[config.mk]
export PLATFORM = sky130hd
export DESIGN_NAME = ccr_top
export DESIGN_NICKNAME = d
export VERILOG_FILES = /design/src/logic/ccr_clk_div.v /design/src/logic/ccr_top.v
export VERILOG_INCLUDE_DIRS = /design/src /design/src/logic
export SDC_FILE = /design/constraint.sdc
export NUM_CORES = 1
export LEC_CHECK = 0
export ABC_AREA = 1
export BUFFER_PORTS_ARGS = -buffer_cell sky130_fd_sc_hd__buf_2
export CAP_MARGIN = 20
export CORE_MARGIN = 2
export CORE_UTILIZATION = 50
export CTS_CLUSTER_SIZE = 25
export DETAILED_ROUTE_END_ITERATION = 16
export PLACE_DENSITY = 0.72
export SLEW_MARGIN = 10
export SYNTH_ARGS = -nofsm -noshare
export SYNTH_HDL_FRONTEND = slang
export SYNTH_SLANG_ARGS = --single-unit
[constraint.sdc]
create_clock -name sys_clk -period 15.5 [get_ports sys_clk]
set_clock_uncertainty 0.15 [all_clocks]
set_input_delay 3.1 -clock sys_clk [delete_from_list [all_inputs] [get_ports sys_clk]]
set_output_delay 3.1 -clock sys_clk [all_outputs]
set_load 0.05 [all_outputs]
[src/logic/ccr_map.vh]
// offsets, field positions and reset values of the clock ratio block
`ifndef CCR_MAP_VH
`define CCR_MAP_VH

// register byte offsets
`define CCR_OFS_UNIT_CLK 12'h000
`define CCR_OFS_LBCCR 12'h004
`define CCR_OFS_RATIO 12'h008
`define CCR_OFS_STRAP 12'h00C

// reset configuration word low layout
`define CCR_RCW_LBCM_BIT 31
`define CCR_RCW_MEMMODE_BIT 30
`define CCR_RCW_MCODE_HI 27
`define CCR_RCW_MCODE_LO 24
`define CCR_RCW_CORE_HI 22
`define CCR_RCW_CORE_LO 16

// system multiplier codes
`define CCR_MCODE_X16 4'h0
`define CCR_MCODE_RSVD 4'h1
`define CCR_MULT_X16 8'h10

// hard-coded reset option word
`define CCR_RCW_HARD 32'h0404_0000

// unit clock select codes, two bits per unit
`define CCR_UCLK_OFF 2'h0
`define CCR_UCLK_FULL 2'h1
`define CCR_UCLK_HALF 2'h2
`define CCR_UCLK_THIRD 2'h3
`define CCR_UNITS 5
`define CCR_PCI_UNIT 4
`define CCR_UNIT_CLK_RST 10'h1FF

// local bus clock configuration register
`define CCR_LBDIV_HI 3
`define CCR_LBDIV_LO 0
`define CCR_LBDIV_RST 4'h2
`define CCR_LBDIV_MIN 4'h2

// ratio status register layout
`define CCR_RAT_CSB_LO 0
`define CCR_RAT_MEM_LO 8
`define CCR_RAT_PRI_LO 16
`define CCR_RAT_RSVD_BIT 24
`define CCR_RAT_VALID_BIT 25
`define CCR_RAT_HOST_BIT 26

// strap capture waits this many cycles after reset release
`define CCR_CAP_WAIT 3'h4

`endif

[src/logic/ccr_clk_div.v]
// integer tick divider with a square clock output
`timescale 1ns/100ps
`default_nettype none

module ccr_clk_div (
    input wire sys_clk, // block clock
    input wire rst, // asynchronous reset, active high
    input wire tick_in, // source clock tick, one cycle
    input wire [1:0] ratio, // 0 off, else divide by ratio
    output reg tick_out_q, // divided tick, one cycle
    output reg clk_out_q // toggles on each divided tick
);

    reg [1:0] cnt_q;
    wire last;

    assign last = (cnt_q == ratio - 2'h1);

    always @(posedge sys_clk or posedge rst) begin
        if (rst) begin
            cnt_q <= 2'h0;
            tick_out_q <= 1'b0;
            clk_out_q <= 1'b0;
        end else if (ratio == 2'h0) begin
            // off: the output parks low and stays quiet
            cnt_q <= 2'h0;
            tick_out_q <= 1'b0;
            clk_out_q <= 1'b0;
        end else begin
            tick_out_q <= tick_in & last;
            if (tick_in) begin
                cnt_q <= last ? 2'h0 : cnt_q + 2'h1;
                if (last) begin
                    clk_out_q <= ~clk_out_q;
                end
            end
        end
    end

endmodule

`default_nettype wire

[src/logic/ccr_top.v]
// clock ratio selection, derived clock ticks and unit clock control
`timescale 1ns/100ps
`default_nettype none
`include "ccr_map.vh"

// What this block does
// RQ1: csb ratio is predivide term times multiplier
// RQ2: host mode: predivide product is primary input
// RQ3: multiplier code 0 is sixteen, 1 reserved
// RQ4: multiplier fields come from captured low word
// RQ5: memory clock is csb times one plus mode
// RQ6: memory bus clock is memory clock halved
// RQ7: local bus clock mode then register divider
// RQ8: unit clocks software set, documented defaults
// RQ9: sync out and test out driven in reset
// RQ10: captured ratios held; reserved code gives none
module ccr_top (
    input wire sys_clk, // twice the csb clock rate
    input wire rst, // asynchronous reset, active high
    input wire psel, // apb select
    input wire penable, // apb access phase
    input wire pwrite, // apb direction, high for write
    input wire [11:0] paddr, // apb byte address
    input wire [31:0] pwdata, // apb write data
    output reg [31:0] prdata, // apb read data
    output wire pready, // apb ready
    output wire pslverr, // apb error on unmapped address
    input wire [31:0] reset_config_word_low, // strap word pins
    input wire hard_reset_option_pin, // use the hard-coded word
    input wire input_clock_predivide_pin, // predivide configuration pin
    input wire pci_host_mode_pin, // device acts as pci host
    input wire core_tdo, // test data from the scan logic
    output reg [7:0] csb_ratio, // csb over pci sync input
    output reg [7:0] primary_ratio, // csb over primary clock input
    output reg [7:0] memory_ratio, // memory clock over pci sync input
    output reg [6:0] core_pll_ratio_field, // core multiplier selection
    output reg clocks_valid, // ratios captured and legal
    output reg mult_reserved, // reserved multiplier code seen
    output wire csb_tick, // one cycle per csb clock
    output wire memory_clk_tick, // one cycle per memory clock
    output wire local_bus_unit_tick, // one cycle per lbiu clock
    output reg memory_bus_clock_out, // memory bus clock, true
    output reg memory_bus_clock_out_n, // memory bus clock, complement
    output reg [2:0] local_bus_clock_out, // local bus clocks
    output reg local_bus_sync_out, // local bus sync clock
    output wire [4:0] unit_clk_tick, // per unit clock ticks
    output reg pci_sync_out, // pci sync clock out
    output wire pci_sync_out_oe_n, // pci sync output enable, low drives
    output reg tdo, // test data out
    output wire tdo_oe_n // test data output enable, low drives
);

    localparam ST_WAIT = 3'b001;
    localparam ST_CAPT = 3'b010;
    localparam ST_RUN = 3'b100;

    // strap synchronisers, three stages
    reg [31:0] rcw_s1_q, rcw_s2_q, rcw_s3_q;
    reg [2:0] opt_s1_q, opt_s2_q, opt_s3_q;
    reg [2:0] state_q, state_d;
    reg [2:0] wait_q;
    reg [31:0] strap_q;
    reg div_q, host_q;
    reg csb_ph_q;
    reg [9:0] unit_clk_q;
    reg [3:0] lbdiv_q;
    reg [3:0] lb_cnt_q;
    reg [7:0] mult;
    wire [3:0] mcode;
    wire run;
    wire [3:0] lbdiv_eff;
    wire ddr_tick_out;
    wire wr_en, rd_setup;
    reg hit;
    reg [31:0] rd_val;

    function [7:0] mcode_mult;
        input [3:0] code;
        begin
            case (code)
                `CCR_MCODE_X16: mcode_mult = `CCR_MULT_X16;
                `CCR_MCODE_RSVD: mcode_mult = 8'h00;
                default: mcode_mult = {4'h0, code};
            endcase
        end
    endfunction

    function addr_mapped;
        input [11:0] a;
        begin
            addr_mapped = (a == `CCR_OFS_UNIT_CLK) || (a == `CCR_OFS_LBCCR) ||
                (a == `CCR_OFS_RATIO) || (a == `CCR_OFS_STRAP);
        end
    endfunction

    always @(posedge sys_clk or posedge rst) begin
        if (rst) begin
            rcw_s1_q <= 32'h0000_0000;
            rcw_s2_q <= 32'h0000_0000;
            rcw_s3_q <= 32'h0000_0000;
            opt_s1_q <= 3'h0;
            opt_s2_q <= 3'h0;
            opt_s3_q <= 3'h0;
        end else begin
            rcw_s1_q <= reset_config_word_low;
            rcw_s2_q <= rcw_s1_q;
            rcw_s3_q <= rcw_s2_q;
            opt_s1_q <= {pci_host_mode_pin, hard_reset_option_pin, input_clock_predivide_pin};
            opt_s2_q <= opt_s1_q;
            opt_s3_q <= opt_s2_q;
        end
    end

    // capture waits for the pipes to fill and the last two stages to agree
    always @* begin
        state_d = state_q;
        case (state_q)
            ST_WAIT: begin
                if (wait_q == `CCR_CAP_WAIT) begin
                    state_d = ST_CAPT;
                end
            end
            ST_CAPT: begin
                if ((rcw_s2_q == rcw_s3_q) && (opt_s2_q == opt_s3_q)) begin
                    state_d = ST_RUN;
                end
            end
            ST_RUN: state_d = ST_RUN;
            default: state_d = ST_WAIT;
        endcase
    end

    always @(posedge sys_clk or posedge rst) begin
        if (rst) begin
            state_q <= ST_WAIT;
            wait_q <= 3'h0;
            strap_q <= 32'h0000_0000;
            div_q <= 1'b0;
            host_q <= 1'b0;
        end else begin
            state_q <= state_d;
            if (state_q == ST_WAIT) begin
                wait_q <= wait_q + 3'h1;
            end
            // taken once; nothing but a reset replaces it
            if ((state_q == ST_CAPT) && (state_d == ST_RUN)) begin // RQ10
                strap_q <= opt_s3_q[1] ? `CCR_RCW_HARD : rcw_s3_q; // RQ4
                div_q <= opt_s3_q[0];
                host_q <= opt_s3_q[2];
            end
        end
    end

    assign run = (state_q == ST_RUN);
    assign mcode = strap_q[`CCR_RCW_MCODE_HI:`CCR_RCW_MCODE_LO];

    always @* begin
        mult = mcode_mult(mcode); // RQ3
    end

    always @(posedge sys_clk or posedge rst) begin
        if (rst) begin
            csb_ratio <= 8'h00;
            primary_ratio <= 8'h00;
            memory_ratio <= 8'h00;
            core_pll_ratio_field <= 7'h00;
            clocks_valid <= 1'b0;
            mult_reserved <= 1'b0;
        end else begin
            csb_ratio <= div_q ? {mult[6:0], 1'b0} : mult; // RQ1
            // host: the predivided sync input is the primary clock
            primary_ratio <= host_q ? mult : (div_q ? {mult[6:0], 1'b0} : mult); // RQ2
            memory_ratio <= (div_q ? {mult[6:0], 1'b0} : mult) <<
                strap_q[`CCR_RCW_MEMMODE_BIT]; // RQ5
            core_pll_ratio_field <= strap_q[`CCR_RCW_CORE_HI:`CCR_RCW_CORE_LO]; // RQ4
            mult_reserved <= run & (mcode == `CCR_MCODE_RSVD); // RQ3
            clocks_valid <= run & (mcode != `CCR_MCODE_RSVD); // RQ10
        end
    end

    // sys_clk runs at twice csb so a doubled memory or lbiu clock fits
    always @(posedge sys_clk or posedge rst) begin
        if (rst) begin
            csb_ph_q <= 1'b0;
        end else begin
            csb_ph_q <= clocks_valid ? ~csb_ph_q : 1'b0;
        end
    end

    assign csb_tick = clocks_valid & csb_ph_q;
    assign memory_clk_tick = clocks_valid &
        (strap_q[`CCR_RCW_MEMMODE_BIT] | csb_ph_q); // RQ5
    assign local_bus_unit_tick = clocks_valid &
        (strap_q[`CCR_RCW_LBCM_BIT] | csb_ph_q); // RQ7

    ccr_clk_div u_mem_div (
        .sys_clk(sys_clk),
        .rst(rst),
        .tick_in(memory_clk_tick),
        .ratio(2'h1),
        .tick_out_q(),
        .clk_out_q(ddr_tick_out)
    );

    // toggling once per memory clock halves it
    always @(posedge sys_clk or posedge rst) begin
        if (rst) begin
            memory_bus_clock_out <= 1'b0;
            memory_bus_clock_out_n <= 1'b1;
        end else begin
            memory_bus_clock_out <= ddr_tick_out; // RQ6
            memory_bus_clock_out_n <= ~ddr_tick_out; // RQ6
        end
    end

    // divider below two cannot make a square wave, so it is clamped
    assign lbdiv_eff = (lbdiv_q < `CCR_LBDIV_MIN) ? `CCR_LBDIV_MIN : lbdiv_q;

    always @(posedge sys_clk or posedge rst) begin
        if (rst) begin
            lb_cnt_q <= 4'h0;
            local_bus_clock_out <= 3'h0;
            local_bus_sync_out <= 1'b0;
        end else begin
            if (local_bus_unit_tick) begin
                lb_cnt_q <= (lb_cnt_q >= lbdiv_eff - 4'h1) ? 4'h0 : lb_cnt_q + 4'h1; // RQ7
            end
            local_bus_clock_out <= {3{clocks_valid & (lb_cnt_q < {1'b0, lbdiv_eff[3:1]})}};
            local_bus_sync_out <= clocks_valid & (lb_cnt_q < {1'b0, lbdiv_eff[3:1]}); // RQ7
        end
    end

    genvar gi;
    generate
        for (gi = 0; gi < `CCR_UNITS; gi = gi + 1) begin : g_unit
            ccr_clk_div u_div (
                .sys_clk(sys_clk),
                .rst(rst),
                .tick_in(csb_tick),
                .ratio(unit_clk_q[2*gi+1:2*gi]), // RQ8
                .tick_out_q(unit_clk_tick[gi]),
                .clk_out_q()
            );
        end
    endgenerate

    // driven from reset onward; the enables never release the pins
    assign pci_sync_out_oe_n = 1'b0; // RQ9
    assign tdo_oe_n = 1'b0; // RQ9

    always @(posedge sys_clk or posedge rst) begin
        if (rst) begin
            pci_sync_out <= 1'b0;
            tdo <= 1'b0;
        end else begin
            pci_sync_out <= csb_ph_q; // RQ9
            tdo <= core_tdo;
        end
    end

    // apb slave, zero wait states
    assign pready = psel & penable;
    assign pslverr = psel & penable & ~hit;
    assign wr_en = psel & penable & pwrite & hit;
    assign rd_setup = psel & ~penable;

    always @* begin
        hit = addr_mapped(paddr);
        rd_val = 32'h0000_0000;
        case (paddr)
            `CCR_OFS_UNIT_CLK: rd_val = {22'h00_0000, unit_clk_q};
            `CCR_OFS_LBCCR: rd_val = {28'h000_0000, lbdiv_q};
            `CCR_OFS_RATIO: begin
                rd_val[`CCR_RAT_CSB_LO +: 8] = csb_ratio;
                rd_val[`CCR_RAT_MEM_LO +: 8] = memory_ratio;
                rd_val[`CCR_RAT_PRI_LO +: 8] = primary_ratio;
                rd_val[`CCR_RAT_RSVD_BIT] = mult_reserved;
                rd_val[`CCR_RAT_VALID_BIT] = clocks_valid;
                rd_val[`CCR_RAT_HOST_BIT] = host_q;
            end
            `CCR_OFS_STRAP: rd_val = strap_q;
            default: rd_val = 32'h0000_0000;
        endcase
    end

    always @(posedge sys_clk or posedge rst) begin
        if (rst) begin
            prdata <= 32'h0000_0000;
            unit_clk_q <= `CCR_UNIT_CLK_RST; // RQ8
            lbdiv_q <= `CCR_LBDIV_RST;
        end else begin
            if (rd_setup) begin
                prdata <= rd_val;
            end
            if (wr_en && (paddr == `CCR_OFS_UNIT_CLK)) begin
                unit_clk_q[7:0] <= pwdata[7:0]; // RQ8
                // pci and dma complex knows only off or full
                unit_clk_q[9:8] <= (pwdata[9:8] == `CCR_UCLK_OFF) ?
                    `CCR_UCLK_OFF : `CCR_UCLK_FULL; // RQ8
            end
            if (wr_en && (paddr == `CCR_OFS_LBCCR)) begin
                lbdiv_q <= pwdata[`CCR_LBDIV_HI:`CCR_LBDIV_LO]; // RQ7
            end
        end
    end

endmodule

`default_nettype wire

==> out/results.tsv <==
stage	metric	value	unit
placement	placed instance area	10760	um2
drt	via count	7186	
power	Static Leak	0.006160	uW
synthesis	Ys Warns	0	
finish	final core utilization	59.93	%
clocking	total CTS buffers	26	
sta	Max Fclk	133.5	MHz
clocking	Worst-Skew Late Latency	0.52	ns
sta	setup slack after layout	8.007	ns
synthesis	Avg Cell Area, Syn	9.467	um2
finish	Fillers	1637	
power	Clk pwr share	46.4	%
drt	post-route ant nets	0	
power	combinational share of power	4.1	%
drt	wire per inst	14.32	um
drt	post-DR vias/cell	4.882	
synthesis	Mapped Area	9912	um2
placement	Port-buffer cells	140	
die	io pins	170	
finish	Diodes inserted	0	
grt	GR Overflow Total	0	
worst_setup_path	critical path endpoint category	primary output	
power	PD cells	115.6	nW/um2
finish	leading cell type in the layout, fill and taps excluded	nand2_1	
sta	Slew @ Worst Pin	0.9611	ns
grt	pin count of the biggest net entering global routing	111	
synthesis	#FFs+latches synth	246	
die	area of the die	20970	um2
finish	share of layout cells above drive strength 1	17.98	%
synthesis	Seq/Total Area, Yosys	62.26	%
outcome	outcome	finished clean	
synthesis	library cells used by synthesis	39	
die	Die X	144.8	um
finish	most frequent cells in the layout	nand2_1 (353), dfrtp_1 (234), buf_2 (140), inv_1 (113), nor2_1 (65)	
power	switching share of total power	21.77	%
clocking	clock buffer depth	3	
clocking	post-CTS sizing	0	
worst_setup_path	CP required	12.25	ns
placement	post-place setup slack	8.023	ns
sta	Slew HR	35.92	%
power	Pwr Total	1349	uW
clocking	Clk pin slew, worst setup/hold paths	0.06	ns
clocking	Post-CTS Setup Repair Bufs	0	
worst_setup_path	arrival time worst endpoint	4.24	ns
sta	RSZ-0062 raised after global routing	no	
clocking	clock sinks	246	
worst_setup_path	slowest cell on the critical path	buf_4	
worst_setup_path	Buf/Inv on CP	3	
die	# rows	51	
worst_setup_path	CP Max Fanout	29	
synthesis	Post-Synthesis Cells	1047	
grt	vias in the first global route	7008	
grt	gr usage total	20.36	%
drt	DRT Wirelength	21070	um
finish	Syn-to-layout area delta	17.67	%
sta	TNS Setup	0	ns
finish	final instance area	11660	um2
min_path	type of the most critical hold path	register to register	
flow_run	Maximum Capacitance Violations	0	
power	NetSw	293.6	uW
sta	post-layout min period	7.493	ns
die	Starting Density	50.93	%
clocking	Hold Buf Count CTS	0	
worst_setup_path	CP top delay family	buffers and inverters	
worst_setup_path	CP Launch Type	primary input	
worst_setup_path	cells along the critical path	buf_2 > nor2_1 > nand2_1 > nor2_2 > buf_4 > a21oi_1 > buf_2	
finish	register area	6171	um2
worst_setup_path	CP most frequent cell	buf_2	
power	part of the power in registers	49.4	%
power	Max IR drop VDD	0.08329	mV
clocking	root buffer cell	clkbuf_16	
sta	Tcrit/Tclk final	48.34	%
die	Core Box Area	19460	um2
worst_setup_path	CP peak stage delay	0.34	ns
sta	Hold Fails Final Rpt	0	
placement	routability-driven placement congestion ratio	0.8552	
grt	global-route wire length before repair	33650	um
power	Internal	1055	uW
grt	initial antenna violation count	0	
finish	fin nets	1289	
worst_setup_path	critical path class	primary input to primary output	
finish	footprint of the multi-input gates	3065	um2
sta	# setup viols final	0	
drt	TritonRoute pass-1 iters	5	
placement	Final HPWL DP	14660	um
sta	Slew Viols, Final	0	
clocking	H-Tree Depth	1	
clocking	CTS tree	yes	
drt	initial DRC count	337	
die	Die Ht	144.8	um
drt	DRC	0	
power groups by stage:
stage	clock network, uW	registers, uW	logic [uW]
floorplan	0	675	38.1
global placement	0	677	54.9
detailed placement	0	678	55.4
CTS	639	667	55.9
global route	667	668	64.3
finish	627	667	55.7
through the flow:
step,cells,hold slack [ns]
2_1_floorplan,1053,0.1812
3_3_place_gp,1424,0.1824
3_5_place_dp,1424,0.1847
4_1_cts,1471,0.1986
5_1_grt,1472,0.2037
6_report,1472,0.1952
layout make-up:
type | count | share of cell area [%]
well taps | 265 | 2.843
clock buffers | 35 | 6.308
repair buffers | 147 | 6.629
flip-flops and latches | 246 | 52.91
clock inverters | 12 | 1.201
inverters | 117 | 3.830
multi-input cells | 650 | 26.28
synth_stat cells (all sizes together):
cell | instances | area share (%)
a21oi | 18 | 0.91
dfstp | 12 | 3.2
nor3 | 10 | 0.56
a22oi | 1 | 0.076
o31ai | 2 | 0.15
xor2 | 12 | 1.1
a21boi | 1 | 0.076
clkbuf | 14 | 0.53
nand4 | 12 | 0.82
o21ai | 89 | 4.6
a31oi | 1 | 0.063
o211ai | 3 | 0.23
o21a | 2 | 0.15
buf | 26 | 2.1
nand3 | 30 | 1.6
nor4 | 3 | 0.34
a211oi | 1 | 0.076
ha | 16 | 2.0
clkinv | 1 | 0.038
o22ai | 5 | 0.32
dfrtp | 234 | 59
conb | 1 | 0.038
xnor2 | 13 | 1.1
nand2 | 354 | 13
nor3b | 1 | 0.076
inv | 116 | 4.4
nor2 | 69 | 2.8
sequential cells by signal, indices dropped and copies added, names as in the netlist, 3 cells and up:
| name | flops |
|---|---|
| core_pll_ratio_field | 7 |
| memory_ratio | 7 |
| csb_ratio | 6 |
| rcw_s1_q | 32 |
| g_unit.u_div.cnt_q | 10 |
| lb_cnt_q | 4 |
| strap_q | 32 |
| lbdiv_q | 4 |
| rcw_s2_q | 32 |
| g_unit.u_div.tick_out_q | 5 |
| opt_s1_q | 3 |
| opt_s2_q | 3 |
| prdata | 32 |
| wait_q | 3 |
| rcw_s3_q | 32 |
| opt_s3_q | 3 |
| primary_ratio | 6 |
| state_q | 3 |
| unit_clk_q | 9 |
per-layer routing:
metal / share of wire (%) / GRT usage [%]
met1: 46 / 28.87
met2: 45 / 31.50
met3: 6.5 / 3.817
met4: 2.4 / 7.563
met5: 0 / 0
cells by family (layout without fill, tap and decap cells):
| group | count (synthesis) | in the layout | synth area share, % |
|---|---|---|---|
| and+or+nand+nor | 479 | 479 | 19.73 |
| DFF | 246 | 246 | 62.26 |
| buffers and inverters | 157 | 311 | 7.094 |
| AOI/OAI and AO/OA | 123 | 123 | 6.652 |
| xor gates and xnor gates | 25 | 25 | 2.209 |
| adders and majority gates | 16 | 16 | 2.020 |
| other | 1 | 7 | 0.03783 |
path summary, 6_finish.rpt:
kind | end | slack, ns | cells past startpoint | from
setup / recovery | pslverr | 8.01 | 7 | paddr[9]
hold / removal | rcw_s2_q[6] | 0.20 | 0 | rcw_s1_q[6]
setup reg to reg | strap_q[19] | 13.14 | 11 | opt_s3_q[1]
hold reg to reg | rcw_s2_q[6] | 0.20 | 0 | rcw_s1_q[6]
max in group asynchronous | strap_q[3] | 11.17 | 3 | rst
min in group asynchronous | rcw_s1_q[7] | 2.56 | 2 | rst
Note: power is estimated with default switching activity, not from simulation.
